==> src/inc/srw_pkg.sv <==
// Purpose: Shared constants and types for the suspend and ring wake logic.
// Assumes: Two sockets, one per configuration function.
// Notes: Offsets are configuration byte addresses.
`default_nettype none
package srw_pkg;
  localparam int unsigned SRW_SOCKETS = 2;
  localparam int unsigned SRW_MULTIFUNCTION_PINS_W = 7;
  localparam int unsigned SRW_DIV_W = 16;
  localparam logic [SRW_DIV_W-1:0] SRW_PSW_DIV_DEF = 16'h0010;
  localparam logic [15:0] SRW_VENDOR_ID = 16'h1234;
  localparam logic [15:0] SRW_DEVICE_ID = 16'h5678;
  localparam logic [7:0] SRW_ADDR_ID = 8'h00;
  localparam logic [7:0] SRW_ADDR_HDR = 8'h0c;
  localparam logic [7:0] SRW_ADDR_SYS_CTRL = 8'h80;
  localparam logic [7:0] SRW_ADDR_CARD_DW = 8'h90;
  localparam logic [7:0] SRW_ADDR_CARD_CTRL = 8'h91;
  localparam logic [31:0] SRW_HDR_MULTI = 32'h0082_0000;
  localparam logic [31:0] SRW_SYS_CTRL_RST = 32'h0000_0000;
  localparam logic [7:0] SRW_CARD_CTRL_RST = 8'h00;
  localparam logic [7:0] SRW_CARD_GLB_MASK = 8'hc7;
  localparam int unsigned SRW_SYS_PME_SEL_BIT = 0;
  localparam int unsigned SRW_CC_RING_EN_BIT = 7;
  localparam int unsigned SRW_CC_STATUS_CHANGE_TO_RING_ENABLE_BIT = 5;
  localparam int unsigned SRW_CC_CSC_PEND_BIT = 3;
  localparam int unsigned SRW_CC_LANE = 1;
  localparam logic [0:0] SRW_FUNC0 = 1'h0;

  typedef enum logic [0:0] {
    SRW_RUN,
    SRW_SUSP
  } srw_mode_type;

  typedef struct packed {
    logic suspend;
    logic host_bus_reset_in;
    logic global_reset_in;
    logic [SRW_SOCKETS-1:0] ring_in;
    logic [SRW_SOCKETS-1:0] cstschg;
    logic [SRW_SOCKETS-1:0] card_status_change;
    logic [SRW_SOCKETS-1:0] powered;
    logic [SRW_SOCKETS-1:0] is_16bit;
  } srw_pins_type;

  typedef struct packed {
    logic valid;
    logic we;
    logic [0:0] func;
    logic [7:0] addr;
    logic [3:0] be;
    logic [31:0] wdata;
  } srw_cfg_req_type;

  typedef struct packed {
    logic ack;
    logic [31:0] rdata;
  } srw_cfg_rsp_type;
endpackage
`default_nettype wire

==> src/hw/srw_pin_sync.sv <==
// Purpose: Three-stage synchroniser bank for pin inputs.
// Assumes: Inputs are asynchronous to core_clk_i.
// Notes: Output changes only when stages two and three agree.
`default_nettype none
module srw_pin_sync #(
  parameter int unsigned WIDTH = 1
) (
  input wire logic core_clk_i,
  input wire logic sys_rst_i,
  input wire logic [WIDTH-1:0] pin_i,
  output logic [WIDTH-1:0] value_o
);
  typedef struct packed {
    logic [WIDTH-1:0] s1;
    logic [WIDTH-1:0] s2;
    logic [WIDTH-1:0] s3;
    logic [WIDTH-1:0] val;
  } srw_sync_state_type;

  srw_sync_state_type st_q;
  srw_sync_state_type st_d;

  always_comb begin
    st_d = st_q;
    st_d.s1 = pin_i;
    st_d.s2 = st_q.s1;
    st_d.s3 = st_q.s2;
    for (int i = 0; i < WIDTH; i++) begin
      if (st_q.s2[i] == st_q.s3[i]) begin
        st_d.val[i] = st_q.s3[i];
      end
    end
  end

  always_ff @(posedge core_clk_i) begin
    if (sys_rst_i) begin
      st_q <= '0;
    end else begin
      st_q <= st_d;
    end
  end

  assign value_o = st_q.val;
endmodule
`default_nettype wire

==> src/hw/srw_suspend_ring.sv <==
// Purpose: Suspend gating and ring wake signalling for a two-socket bridge.
// Assumes: core_clk_i is the free-running oscillator clock; pins pass the synchroniser.
// Notes: Function
// Function
// [RULE1] Suspend blocks host bus reset and global reset from registers.
// [RULE2] Suspend stops the internal bus clock.
// [RULE3] Power switch interface ticks from the oscillator, never the bus clock.
// [RULE4] Status change interrupts and ring wake reach host without bus clock.
// [RULE5] Serial interrupt runs on bus clock only; delivery waits for restart.
// [RULE6] Host arbiter must not park the bus here when suspend asserts.
// [RULE7] Suspend floats the bus request output.
// [RULE8] GPIO, multifunction pins and ring wake stay active unless disabled.
// [RULE9] Powered 16-bit card ring may drive ring wake.
// [RULE10] Unpowered CardBus status change pin is a wake event for ring wake.
// [RULE11] Card status change events may drive ring wake.
// [RULE12] Powered CardBus status pin is a status change; separate enables.
// [RULE13] Ring wake and power event share one pin; ring wake after reset.
// [RULE14] Software selects power event via system control bit 0, clears bit 7.
// [RULE15] Per-socket card control bit routes status changes to ring wake.
// [RULE16] Per-socket ring pass enable masks card ring, only for powered 16-bit.
// [RULE17] CardBus wake gated by the same status change mask bit.
// [RULE18] Each function has a 256-byte header; global bits via function 0.
// [RULE19] Device appears multifunction, socket functions 0 and 1.
// [RULE20] Context bits cleared by global reset only when power event enabled; code clears them on every global reset outside suspend.
// [RULE21] Ring wake is OR of all enabled unmasked sources of both sockets.
`default_nettype none
module srw_suspend_ring
  import srw_pkg::*;
#(
  parameter logic [SRW_DIV_W-1:0] PSW_DIV = SRW_PSW_DIV_DEF,
  parameter logic [15:0] VENDOR_ID = SRW_VENDOR_ID,
  parameter logic [15:0] DEVICE_ID = SRW_DEVICE_ID
) (
  input wire logic core_clk_i,
  input wire logic sys_rst_i,
  input wire logic suspend_i,
  input wire logic host_bus_reset_in_i,
  input wire logic global_reset_in_i,
  input wire logic [SRW_SOCKETS-1:0] ring_in_i,
  input wire logic [SRW_SOCKETS-1:0] cstschg_i,
  input wire logic [SRW_SOCKETS-1:0] card_status_change_i,
  input wire logic [SRW_SOCKETS-1:0] card_powered_i,
  input wire logic [SRW_SOCKETS-1:0] card_is_16bit_i,
  input wire logic [SRW_SOCKETS-1:0] card_ring_pass_enable_i,
  input wire logic [SRW_SOCKETS-1:0] status_change_mask_i,
  input wire logic pme_enable_i,
  input wire logic pme_event_i,
  input wire logic bus_req_int_i,
  input wire logic [SRW_MULTIFUNCTION_PINS_W-1:0] multifunction_value_i,
  input wire logic [SRW_MULTIFUNCTION_PINS_W-1:0] multifunction_enable_i,
  input wire srw_cfg_req_type cfg_req_i,
  output srw_cfg_rsp_type cfg_rsp_o,
  output logic pci_clk_en_o,
  output logic bus_req_o,
  output logic bus_req_oe_n_o,
  output logic psw_tick_o,
  output logic [SRW_SOCKETS-1:0] csc_irq_o,
  output logic [SRW_SOCKETS-1:0] serirq_csc_req_o,
  output logic wake_pin_o,
  output logic [SRW_MULTIFUNCTION_PINS_W-1:0] multifunction_pins_o
);
  typedef struct packed {
    srw_mode_type mode;
    logic [31:0] sys_ctrl;
    logic [7:0] card_glb;
    logic [SRW_SOCKETS-1:0] status_change_to_ring_enable;
    logic [SRW_SOCKETS-1:0] csc_pend;
    logic [SRW_SOCKETS-1:0] evt_prev;
    logic [SRW_SOCKETS-1:0] srq_pend;
    logic [SRW_DIV_W-1:0] div_cnt;
    logic psw_tick;
    logic pci_clk_en;
    logic req;
    logic req_oe_n;
    logic [SRW_SOCKETS-1:0] csc_irq;
    logic [SRW_SOCKETS-1:0] serirq;
    logic wake_pin;
    logic [SRW_MULTIFUNCTION_PINS_W-1:0] multifunction_pins;
    srw_cfg_rsp_type rsp;
  } srw_state_type;

  srw_state_type st_q;
  srw_state_type st_d;
  srw_pins_type pins_raw;
  srw_pins_type pins;
  logic [$bits(srw_pins_type)-1:0] pins_sync;

  always_comb begin
    pins_raw.suspend = suspend_i;
    pins_raw.host_bus_reset_in = host_bus_reset_in_i;
    pins_raw.global_reset_in = global_reset_in_i;
    pins_raw.ring_in = ring_in_i;
    pins_raw.cstschg = cstschg_i;
    pins_raw.card_status_change = card_status_change_i;
    pins_raw.powered = card_powered_i;
    pins_raw.is_16bit = card_is_16bit_i;
  end

  srw_pin_sync #(
    .WIDTH($bits(srw_pins_type))
  ) u_pin_sync (
    .core_clk_i(core_clk_i),
    .sys_rst_i(sys_rst_i),
    .pin_i(pins_raw),
    .value_o(pins_sync)
  );

  assign pins = srw_pins_type'(pins_sync);

  logic susp;
  logic host_bus_reset_in_eff;
  logic global_reset_in_eff;
  logic ctx_clr;
  logic ring_en;
  logic [SRW_SOCKETS-1:0] ring_src;
  logic [SRW_SOCKETS-1:0] wake_src;
  logic [SRW_SOCKETS-1:0] csc_evt;
  logic [SRW_SOCKETS-1:0] csc_rise;
  logic [SRW_SOCKETS-1:0] csc_ring;
  logic ring_out;
  logic acc;
  logic wr;
  logic [7:0] cc_wbyte;
  logic [7:0] cc_rbyte;
  logic [7:0] cc_wmask;

  always_comb begin
    susp = pins.suspend;
    host_bus_reset_in_eff = pins.host_bus_reset_in && !susp; // see [RULE1]
    global_reset_in_eff = pins.global_reset_in && !susp; // see [RULE1]
    ctx_clr = global_reset_in_eff || (host_bus_reset_in_eff && !pme_enable_i); // see [RULE20]
    ring_en = st_q.card_glb[SRW_CC_RING_EN_BIT];
    for (int s = 0; s < SRW_SOCKETS; s++) begin
      ring_src[s] = pins.ring_in[s] && pins.powered[s] && pins.is_16bit[s]
        && card_ring_pass_enable_i[s]; // see [RULE9] see [RULE16]
      wake_src[s] = pins.cstschg[s] && !pins.powered[s] && !pins.is_16bit[s]
        && status_change_mask_i[s]; // see [RULE10] see [RULE17]
      csc_evt[s] = pins.card_status_change[s] || (pins.cstschg[s] && pins.powered[s]
        && !pins.is_16bit[s] && status_change_mask_i[s]); // see [RULE12]
      csc_ring[s] = st_q.csc_pend[s] && st_q.status_change_to_ring_enable[s]; // see [RULE11] see [RULE15]
    end
    csc_rise = csc_evt & ~st_q.evt_prev;
    ring_out = ring_en && |(ring_src | wake_src | csc_ring); // see [RULE21]
  end

  always_comb begin
    acc = cfg_req_i.valid && (st_q.mode == SRW_RUN); // see [RULE2]
    wr = acc && cfg_req_i.we;
    cc_wbyte = cfg_req_i.wdata[SRW_CC_LANE*8 +: 8];
    cc_rbyte = st_q.card_glb & SRW_CARD_GLB_MASK;
    cc_rbyte[SRW_CC_STATUS_CHANGE_TO_RING_ENABLE_BIT] = st_q.status_change_to_ring_enable[cfg_req_i.func];
    cc_rbyte[SRW_CC_CSC_PEND_BIT] = st_q.csc_pend[cfg_req_i.func];
    if (cfg_req_i.func == SRW_FUNC0) begin
      cc_wmask = SRW_CARD_GLB_MASK; // see [RULE18]
    end else begin
      cc_wmask = 8'h00;
    end
  end

  always_comb begin
    st_d = st_q;
    st_d.rsp.ack = 1'b0;
    st_d.evt_prev = csc_evt;
    // Mode follows the synchronised suspend level
    case (st_q.mode)
      SRW_RUN: begin
        if (susp) begin
          st_d.mode = SRW_SUSP;
        end
      end
      SRW_SUSP: begin
        if (!susp) begin
          st_d.mode = SRW_RUN;
        end
      end
      default: begin
        st_d.mode = SRW_RUN;
      end
    endcase
    st_d.pci_clk_en = !susp; // see [RULE2]
    st_d.req = bus_req_int_i && !susp;
    st_d.req_oe_n = susp; // see [RULE7] see [RULE6]
    // Power switch tick from the free-running clock
    st_d.psw_tick = 1'b0;
    if (st_q.div_cnt >= PSW_DIV - 1'b1) begin
      st_d.div_cnt = '0;
      st_d.psw_tick = 1'b1; // see [RULE3]
    end else begin
      st_d.div_cnt = st_q.div_cnt + 1'b1;
    end
    // Software clears pending status by writing one, event set wins
    if (wr && cfg_req_i.addr == SRW_ADDR_CARD_DW && cfg_req_i.be[SRW_CC_LANE]
        && cc_wbyte[SRW_CC_CSC_PEND_BIT]) begin
      st_d.csc_pend[cfg_req_i.func] = 1'b0;
    end
    st_d.csc_pend = st_d.csc_pend | csc_rise;
    // Serial interrupt request held until the bus clock runs
    st_d.srq_pend = st_q.srq_pend | csc_rise;
    st_d.serirq = '0;
    if (st_q.mode == SRW_RUN && !susp) begin
      st_d.serirq = st_q.srq_pend; // see [RULE5]
      st_d.srq_pend = csc_rise;
    end
    st_d.csc_irq = st_d.csc_pend; // see [RULE4]
    if (st_q.sys_ctrl[SRW_SYS_PME_SEL_BIT] && !ring_en) begin
      st_d.wake_pin = pme_event_i && pme_enable_i; // see [RULE14]
    end else begin
      st_d.wake_pin = ring_out; // see [RULE13] see [RULE4]
    end
    st_d.multifunction_pins = multifunction_value_i & multifunction_enable_i; // see [RULE8]
    // Configuration access
    if (acc) begin
      st_d.rsp.ack = 1'b1;
      st_d.rsp.rdata = '0;
      if (cfg_req_i.addr == SRW_ADDR_ID) begin
        st_d.rsp.rdata = {DEVICE_ID, VENDOR_ID};
      end else if (cfg_req_i.addr == SRW_ADDR_HDR) begin
        st_d.rsp.rdata = SRW_HDR_MULTI; // see [RULE19]
      end else if (cfg_req_i.addr == SRW_ADDR_SYS_CTRL) begin
        st_d.rsp.rdata = st_q.sys_ctrl;
        if (cfg_req_i.we && cfg_req_i.func == SRW_FUNC0) begin
          for (int b = 0; b < 4; b++) begin
            if (cfg_req_i.be[b]) begin
              st_d.sys_ctrl[b*8 +: 8] = cfg_req_i.wdata[b*8 +: 8]; // see [RULE18]
            end
          end
        end
      end else if (cfg_req_i.addr == SRW_ADDR_CARD_DW) begin
        st_d.rsp.rdata[SRW_CC_LANE*8 +: 8] = cc_rbyte;
        if (cfg_req_i.we && cfg_req_i.be[SRW_CC_LANE]) begin
          st_d.card_glb = (st_q.card_glb & ~cc_wmask) | (cc_wbyte & cc_wmask);
          st_d.status_change_to_ring_enable[cfg_req_i.func] = cc_wbyte[SRW_CC_STATUS_CHANGE_TO_RING_ENABLE_BIT]; // see [RULE15]
        end
      end
    end
    // Gated resets
    if (host_bus_reset_in_eff || global_reset_in_eff) begin
      st_d.status_change_to_ring_enable = '0;
      st_d.rsp.ack = 1'b0;
    end
    if (global_reset_in_eff) begin
      st_d.sys_ctrl = SRW_SYS_CTRL_RST;
      st_d.card_glb = SRW_CARD_CTRL_RST;
    end
    if (ctx_clr) begin
      st_d.csc_pend = '0; // see [RULE20]
      st_d.srq_pend = '0;
    end
  end

  always_ff @(posedge core_clk_i) begin
    if (sys_rst_i) begin
      st_q <= '0;
      st_q.mode <= SRW_RUN;
      st_q.sys_ctrl <= SRW_SYS_CTRL_RST;
      st_q.card_glb <= SRW_CARD_CTRL_RST;
      st_q.req_oe_n <= 1'b1;
    end else begin
      st_q <= st_d;
    end
  end

  assign cfg_rsp_o = st_q.rsp;
  assign pci_clk_en_o = st_q.pci_clk_en;
  assign bus_req_o = st_q.req;
  assign bus_req_oe_n_o = st_q.req_oe_n;
  assign psw_tick_o = st_q.psw_tick;
  assign csc_irq_o = st_q.csc_irq;
  assign serirq_csc_req_o = st_q.serirq;
  assign wake_pin_o = st_q.wake_pin;
  assign multifunction_pins_o = st_q.multifunction_pins;
endmodule
`default_nettype wire

==> config.mk <==
export PLATFORM = sky130hd
export DESIGN_NAME = srw_suspend_ring
export DESIGN_NICKNAME = d
export VERILOG_FILES = /design/src/inc/srw_pkg.sv /design/src/hw/srw_pin_sync.sv /design/src/hw/srw_suspend_ring.sv
export SDC_FILE = /design/constraint.sdc
export NUM_CORES = 1
export LEC_CHECK = 0
export ABC_AREA = 1
export BUFFER_PORTS_ARGS = -buffer_cell sky130_fd_sc_hd__buf_2
export CORE_ASPECT_RATIO = 1.1
export CORE_UTILIZATION = 43
export DETAILED_ROUTE_END_ITERATION = 10
export PLACE_DENSITY_LB_ADDON = 0.08
export SLEW_MARGIN = 20
export SYNTH_ARGS = -nofsm -noshare
export SYNTH_HDL_FRONTEND = slang
export SYNTH_SLANG_ARGS = --single-unit
==> constraint.sdc <==
create_clock -name core_clk_i -period 3.4 [get_ports core_clk_i]
set_clock_uncertainty 0.15 [all_clocks]
set_input_delay 0.34 -clock core_clk_i [delete_from_list [all_inputs] [get_ports core_clk_i]]
set_output_delay 0.34 -clock core_clk_i [all_outputs]
set_load 0.01 [all_outputs]
**Word-level counts from Yosys, hierarchy flattened**

Cells that the tools add are included.

- Register bits: 166
- Input port bits: 83
- Output and inout port bits: 49
- Word-level logic and storage cells: 155

- Add/sub/neg operators: 1
- $lt $le $gt $ge: 3
- Eq/ne operators: 16
- Mux-type cells: 20
- Bitwise operators: 19
- Reduce and logical (&&, ||, !) cells: 59

Operator list:

| operator | number |
|---|---|
| $mux W32 | 2 |
| $logic_and A1 B1 Y1 | 36 |
| $mux W33 | 1 |
| $mux W8 | 4 |
| $reduce_and A6 Y1 | 5 |
| $add A16 B1 Y16 const B | 1 |
| $and A8 B8 Y8 | 2 |
| $eq A8 B8 Y1 const B | 2 |
| $ge A16 B4 Y1 const B | 1 |
| $mux W16 | 1 |
| $eq A1 B1 Y1 | 13 |
| $reduce_or A2 Y1 | 6 |
| $eq A8 B4 Y1 const B | 1 |
| $logic_not A8 Y1 | 1 |
| $mux W1 | 8 |
| $not A8 Y8 | 1 |
| $or A2 B2 Y2 | 4 |
| $or A8 B8 Y8 | 1 |
| $and A7 B7 Y7 | 1 |
| $logic_not A1 Y1 | 7 |
| $not A1 Y1 | 6 |
| $and A2 B2 Y2 | 2 |
| $logic_or A1 B1 Y1 | 4 |
| $mux W2 | 2 |
| other kinds (5) | 6 |

**Depth between registers and ports, before layout**

Gate-level depths: netlist (run 1).

- Depth in word-level cells: 9
- Mapped depth: 10
- Depth with buffers taken out: 9

**Hierarchy**

From an unflattened synthesis (run 1), not the netlist that was laid out.

- Cell total of the unflattened synthesis: 808
- Area, all modules: 6282.3 µm²

Modules (own cells, without submodules):

| module | times used | cells each | area each (µm²) | sequential area each (µm²) |
|---|---|---|---|---|
| srw_suspend_ring | 1 | 620 | 4628.2 | 2222.1 |
| srw_pin_sync | 1 | 188 | 1654.1 | 1041.0 |

**Least setup slack after synthesis (run 1)**

OpenSTA, ideal clock, no wires.

- Path kind: input to register
- From: input cfg_req_i[39] (netlist bit)
- To: register st_q[107] (netlist bit)
- Library setup time: 113 ps
- Arrival time: 1240 ps
- Data required time: 3137 ps
- Slack: 1898 ps
- Cell stages on the path: 9
- Path buffers: 1
- Cell sequence: nor2_1 -> nand2_2 -> nor2_8 -> nand3_2 -> nor2_4 -> buf_6 -> nand2_1 -> nand2_1 -> nor2_1

- Longest elaborated chain between the ends: 3
- Elaborated cells between the ends (all ways): 6
- Classes of those cells: eq/ne: 2; bitwise: 2; reduce/logical: 2

Ends and longest elaborated chain:

| what | line | text |
|---|---|---|
| start, declared | srw_suspend_ring.sv:51 | `input wire srw_cfg_req_type cfg_req_i,` |
| $eq A8 B4 Y1 / $logic_not A8 Y1 (equally long branches) | srw_suspend_ring.sv:217, srw_suspend_ring.sv:215 |  |
| $not A1 Y1 (no line) | n/a |  |
| $reduce_and A6 Y1 (no line) (*) | n/a |  |
| end signal, assigned | srw_suspend_ring.sv:259 | `st_q <= st_d;` |
| end, declared | srw_suspend_ring.sv:82 | `srw_state_type st_q;` |

Mark *: on every way between the ends. The rest lies on a longest branch, timed or not.
A chain may end at the register's enable or synchronous reset.

**Worst setup path in the final report (run 1)**

- From: register u_pin_sync.st_q, in the netlist u_pin_sync.value_o[10]
- To: register st_q[65] (netlist bit)

- Longest elaborated chain between the ends: 3

Ends and longest elaborated chain:

| what | line | text |
|---|---|---|
| start, declared | srw_pin_sync.sv:20 | `srw_sync_state_type st_q;` |
| start signal, assigned | srw_pin_sync.sv:39 | `st_q <= st_d;` |
| $logic_and A1 B1 Y1 | srw_suspend_ring.sv:130 | `global_reset_in_eff = pins.global_reset_in && !susp;` |
| $logic_or A1 B1 Y1 | srw_suspend_ring.sv:131 | `ctx_clr = global_reset_in_eff \|\| (host_bus_reset_in_eff && !pme_enable_i);` |
| $reduce_or A2 Y1 (no line) | n/a |  |

No other way between the ends.

==> run metrics, run 1 <==
startpoint types=register; run status=complete, no violations; Num CTS Buffers=17; Clk Tree Root Cell=clkbuf_16; reg2reg path depth=5; crit share post-route=63.74%; I/O Pins=132; post-synthesis sequential area ratio=53.19%; commonest non-fill, non-tap cell in the layout=dfxtp_1; Reg2Reg Setup Slack=1.23 ns; Final Slew Violations=0; DP HPWL=9082 um; syn avg cell area=7.736 um^2; DRT antenna net count=0; # DRC=0; peak supply drop=0.3205 mV; Yosys warnings=0; fmax=461.4 MHz; Crit Path Class=register to register; final hold slack=0.02809 ns; row cnt=45; Post-Route Setup TNS=0 ns; Area Growth Syn to Fin=23.39%; critical path cell sequence=inv_1, o21ai_1, inv_1, a21oi_1, a21oi_1; Vias=4977; #FFs+latches synth=163; largest net degree at the start of global routing=83; global route total overflow=0; WHS Path Cells=3; initial antenna violation count=0; Critical Path RT=3.55 ns; worst flop-to-flop path endpoint=st_q[65]; synthesized area=6135 um^2; Place WS=1.224 ns; max incr delay on CP=0.66 ns; crit path DAT=2.31 ns; final setup violation count=0; area leader, netlist=dfxtp_1; Final min period=2.167 ns; worst skew pair latency=0.42 ns; PD cells=530.3 nW/um^2; largest cells by area after synthesis=dfxtp_1 (53%), nand2_1 (9.9%), nor2_1 (8.3%), inv_1 (6.2%), a21oi_1 (5.5%); register area=3263 um^2; area of the multi-input gates=2057 um^2; clock sink count=163; final worst slack=1.233 ns; post-DR vias/cell=4.428; Worst Hold Class=input pin to register; Netlist cell types=30; gr usage total=19.18%; fin nets=1007; CTS tree=done; CTS H-Tree Depth=4; commonest cells after routing, fill and taps aside=dfxtp_1 (163), nand2_1 (161), nor2_1 (136); setup bufs post-CTS=0; Die W=115.9 um; Syn Inst Count=793; total iterations of the first detailed-routing run=4; Fillers=1395; critical path capture point type=register; die area=14750 um^2; largest fanout on the critical path=11; crit path capture=st_q[65]; Pwr Total=0.004014 W; leakage power=3.489 nW; vias in the first global route=4872; Core ar.=13850 um^2; RR Startpoint=u_pin_sync.value_o[10]; Port-buffer cells=131; Yosys top cell area share=53.19%; Max-Cap Viols=0; slowest CP cell=o21ai_1; clock-pin slew on the worst setup and hold paths=0.06 ns; final RePlAce weighted congestion=0.7892; 1st-iter DRT viols=177; global-route wire length before repair=21520 um; starting density of the core=44.29%; Hold Vio Cnt, Final=0; Post-Route WL=13180 um; CP startpoint=u_pin_sync.value_o[10]; RSZ-0062 raised after global routing=false; slew margin rel.=43.15%; DIE HEIGHT=127.3 um; DR WL/cell=11.73 um; clock buffer depth=2; Final Util=54.65%; antenna cell count=0; Worst-Margin Slew=0.8470 ns; share of layout cells above drive strength 1=19.66%
## flip-flops by register name (all words and copies together) (netlist names), 2 cells and up, named ones only
signal and cells:
st_q 57, multifunction_pins_o 7, serirq_csc_req_o 2, csc_irq_o 2
u_pin_sync.st_q 13, u_pin_sync.st_d 26, u_pin_sync.value_o 13, cfg_rsp_o 33
## metrics by stage
stage               std cells  instance area [um^2]
global route             1124                  7570
detailed placement       1057                  6650
CTS                      1124                  7570
floorplan                 804                  6176
finish                   1124                  7570
global placement         1057                  6650
## worst min path at each step
| stage | start | end | slack [ns] |
|---|---|---|---|
| 6_report | cfg_req_i[16] | st_q[97] | 0.03 |
| 3_5_place_dp | u_pin_sync.st_d[35] | u_pin_sync.st_d[22] | 0.24 |
| 3_3_place_gp | u_pin_sync.st_d[27] | u_pin_sync.st_d[14] | 0.24 |
| 2_1_floorplan | u_pin_sync.st_d[26] | u_pin_sync.st_d[13] | 0.24 |
| 5_1_grt | cfg_req_i[16] | st_q[97] | 0.02 |
| 4_1_cts | cfg_req_i[16] | st_q[97] | 0.004 |
## timing repair
| item | in CTS | in global routing |
|---|---|---|
| endpoints found under the hold margin | 28 | 0 |
| gates resized for setup | 0 | 0 |
| hold buffers | 35 | 0 |
## area by class of cell
type / instances / area share [%]
Sequential cell: 163 / 43.11
Multi-Input combinational cell: 464 / 27.17
Timing Repair Buffer: 172 / 13.88
Clock buffer: 20 / 6.033
Inverter: 105 / 5.207
Tap cell: 188 / 3.107
Clock inverter: 12 / 1.488
## power breakdown
| group | switching [W] | total, W | internal (W) |
|---|---|---|---|
| sequential | 0.0000141 | 0.00197 | 0.00195 |
| combinational | 0.000123 | 0.000222 | 0.0000993 |
| clock | 0.000721 | 0.00183 | 0.00111 |
| total | 0.000858 | 0.00401 | 0.00316 |
## metal layers
metal | up-vias | wire length, um | share of wire, % | global-route usage, %
li1 | 2640 | - | - | -
met1 | 2214 | 5624 | 43 | 20.49
met2 | 100 | 6723 | 51 | 34.38
met3 | 23 | 524 | 4.0 | 4.839
met4 | 0 | 306 | 2.3 | 10.11
met5 | - | 0 | 0 | 0
## Yosys cell counts
library cell	number
xnor2_1	1
nor2_8	1
a21oi_1	67
nor3_1	1
and3_1	3
nor2_4	1
conb_1	1
nand4_1	7
inv_1	101
o21ai_0	29
buf_6	2
o31ai_1	1
buf_2	9
nor2_1	136
clkbuf_1	16
buf_4	44
nor2_2	3
dfxtp_1	163
nand4_4	2
nand2_2	2
nand3_1	23
nand3_2	2
o21ai_1	1
xor2_1	1
nand2_1	161
or2_2	1
a211oi_1	8
inv_2	4
ha_1	1
buf_1	1
## worst max-delay path: cells and delay by family, from the launching register on
family,cells,cell delay (ns)
compound gates,3,1.11
buf+inv,2,0.46
flops,1,0.33
## kinds of logic (layout without fill, tap and decap cells)
group           after synthesis  count (layout)  synth area share, %
flops                       163             163                53.19
compound gates              106             106                9.015
other cells                   1              12              0.06113
fa+ha+maj                     1               1               0.2039
buf+inv                     177             309                13.95
xor+xnor                      2               2               0.2856
simple gates                343             343                23.29
No activity file was read; power rests on OpenSTA's default activity.
==> run 2, diff against run 1 <==
--- a/config.mk
+++ b/config.mk
@@ -5,7 +5,7 @@
 export SDC_FILE = /design/constraint.sdc
 export NUM_CORES = 1
 export LEC_CHECK = 0
-export ABC_AREA = 1
+export ABC_AREA = 0
 export BUFFER_PORTS_ARGS = -buffer_cell sky130_fd_sc_hd__buf_2
 export CORE_ASPECT_RATIO = 1.1
 export CORE_UTILIZATION = 43
==> constraint.sdc (replaced) <==
create_clock -name core_clk_i -period 2.25 [get_ports core_clk_i]
set_clock_uncertainty 0.15 [all_clocks]
set_input_delay 0.225 -clock core_clk_i [delete_from_list [all_inputs] [get_ports core_clk_i]]
set_output_delay 0.225 -clock core_clk_i [all_outputs]
set_load 0.01 [all_outputs]
==> run metrics, run 2 <==
Port-buffer cells=131; commonest non-fill, non-tap cell in the layout=dfxtp_1; Synth Area in Adders=0.2020%; startpoint types=input pin; starting density of the core=44.53%; antenna cell count=0; Biggest register=st_q; CTS H-Tree Depth=4; Num CTS Buffers=17; PD cells=810.1 nW/um^2; die area=14890 um^2; Area Growth Syn to Fin=29.62%; synthesized area=6193 um^2; final hold slack=0.04468 ns; Place WS=0.2817 ns; Pwr Total=0.006504 W; crit share post-route=91.02%; initial antenna violation count=0; worst skew pair latency=0.42 ns; Clk Tree Root Cell=clkbuf_16; share of layout cells above drive strength 1=23.32%; switching part of the total=20.87%; Hold Vio Cnt, Final=0; CTS tree=done; leakage power=3.277 nW; final RePlAce weighted congestion=0.7703; P_sw=0.001357 W; DIE HEIGHT=127.9 um; Vias=4983; largest family of logic cells by synthesized area=simple AND/OR/NAND/NOR gates; Crit Path Class=input pin to register; crit path DAT=2.21 ns; Netlist cell types=47; Final Util=57.72%; Yosys warnings=0; DR WL/cell=14.54 um; Worst-Margin Slew=1.108 ns; Die W=116.4 um; Seq pwr share=45.6%; Syn Inst Count=641; syn avg cell area=9.662 um^2; 1st-iter DRT viols=333; largest net degree at the start of global routing=60; global route total overflow=0; # DRC=0; global-route wire length before repair=22480 um; Comb pwr share=5.9%; Internal Pwr Total=0.005146 W; critical path cell sequence=dlygate4sd3_1, buf_2, inv_4, buf_12, and3_1, dlygate4sd3_1; fin nets=873; Post-Synth XOR/XNOR Area=0.2828%; slew margin rel.=26.15%; final worst slack=0.2021 ns; run status=complete, no violations; RSZ-0062 raised after global routing=false; largest fanout on the critical path=49; peak supply drop=0.5877 mV; EDFF count, synth=0; #FFs+latches synth=163; Fillers=1251; I/O Pins=132; Post-Route WL=14400 um; Final Slew Violations=0; simple-gate share of the synthesized area=23.35%; clock sink count=163; clock buffer depth=2; Worst Hold Class=input pin to register; Max-Cap Viols=0; DRT antenna net count=0; row cnt=45; vias in the first global route=4665; Yosys top cell area share=52.69%; total iterations of the first detailed-routing run=4; fmax=488.3 MHz; Final min period=2.048 ns; final setup violation count=0; multiplexer share of the synthesized area=6.626%; Commonest cells post-synth=dfxtp_1 (163), nand3_1 (100), buf_4 (48); largest cells by area after synthesis=dfxtp_1 (53%), nand3_1 (8.1%), mux2i_1 (6.6%), buf_4 (5.8%), nor2b_1 (4.2%); max reg flops=57; top_reg_cell synth=dfxtp_1; post-DR vias/cell=5.033; slowest CP cell=dlygate4sd3_1; area leader, netlist=dfxtp_1; Synth Area in Compound Gates=7.657%; gr usage total=19.98%; max incr delay on CP=0.55 ns; clock-pin slew on the worst setup and hold paths=0.07 ns; Post-Route Setup TNS=0 ns; most frequent cell after synthesis=dfxtp_1; Core ar.=13910 um^2; commonest cells after routing, fill and taps aside=dfxtp_1 (163), buf_2 (131), nand3_1 (100); Critical Path RT=2.41 ns; Async SR Flop Fraction=0%; critical path capture point type=register; post-synthesis sequential area ratio=52.69%; DP HPWL=9353 um; clock share of power=48.4%; cell mode on critical path=dlygate4sd3_1
==> run 2: changes by cell type after synthesis, moves of 7 or more <==
cell / before / now
mux2i_1: 0 / 41
clkbuf_1: 16 / 26
nand4_1: 7 / 32
a211oi_1: 8 / 0
a21oi_1: 67 / 39
inv_1: 101 / 1
and4_1: 0 / 7
nand3_1: 23 / 100
nor2b_1: 0 / 42
nand2_1: 161 / 28
nor2_1: 136 / 8
==> run 2: power groups by stage <==
stage          combinational, W  clock, W  sequential, W
2_1_floorplan          0.000172         0        0.00303
3_3_place_gp           0.000298         0        0.00303
3_5_place_dp           0.000302         0        0.00303
4_1_cts                0.000383   0.00321        0.00297
5_1_grt                0.000423   0.00332        0.00297
6_report               0.000386   0.00315        0.00297
==> run 2: layer usage <==
| layer | vias to the layer above | share of wire [%] | GRT usage, % |
|---|---|---|---|
| met3 | 27 | 4.9 | 5.248 |
| met2 | 143 | 49 | 33.59 |
| met5 | - | 0 | 0 |
| met4 | 0 | 2.5 | 9.729 |
| li1 | 2504 | - | - |
| met1 | 2309 | 44 | 23.39 |
==> run 2: final cells by class <==
type	instances	area (um^2)	area share, %
clock buffer	20	446.7	5.564
clock inverter	12	201.4	2.509
inverter	2	10.01	0.1247
multi-input combinational	395	2417	30.11
sequential	163	3263	40.65
tap	188	235.2	2.930
timing repair buffer	210	1454	18.11
==> run 2: critical path: cells and delay by family <==
kind,cells,cell delay [ns]
buffers and inverters,5,1.74
AND/OR/NAND/NOR,1,0.20
==> run 2: stage by stage <==
stage / area, um^2 / std cells
finish: 8028 / 990
global route: 8028 / 990
CTS: 8025 / 990
detailed placement: 6756 / 896
global placement: 6756 / 896
floorplan: 6235 / 652
==> run 2: final timing paths <==
kind / startpoint / to / slack [ns] / cells after the start
max: sys_rst_i / multifunction_pins_o[5] / 0.20 / 6
min: cfg_req_i[38] / cfg_rsp_o[9] / 0.04 / 3
max reg2reg: st_q[113] / cfg_rsp_o[28] / 0.35 / 3
min reg2reg: u_pin_sync.st_d[28] / u_pin_sync.st_d[15] / 0.28 / 1
==> run 2: cell families (layout without fill, tap and decap cells) <==
| kind of cell | Yosys count | count (layout) |
|---|---|---|
| buffers and inverters | 94 | 244 |
| AND/OR/NAND/NOR | 254 | 254 |
| multiplexers | 41 | 41 |
| other | 1 | 12 |
| flip-flops | 163 | 163 |
| adder cells (fa/ha/maj) | 1 | 1 |
| XOR/XNOR | 2 | 2 |
| AO/OA/AOI/OAI | 85 | 85 |
==> run 2: timing repair <==
item | CTS | global route
resized for setup | 0 | 2
endpoints found under the setup margin | 0 | 1
endpoints found under the hold margin | 61 | 0
buffers inserted | 0 | 0
hold buffers | 62 | 0
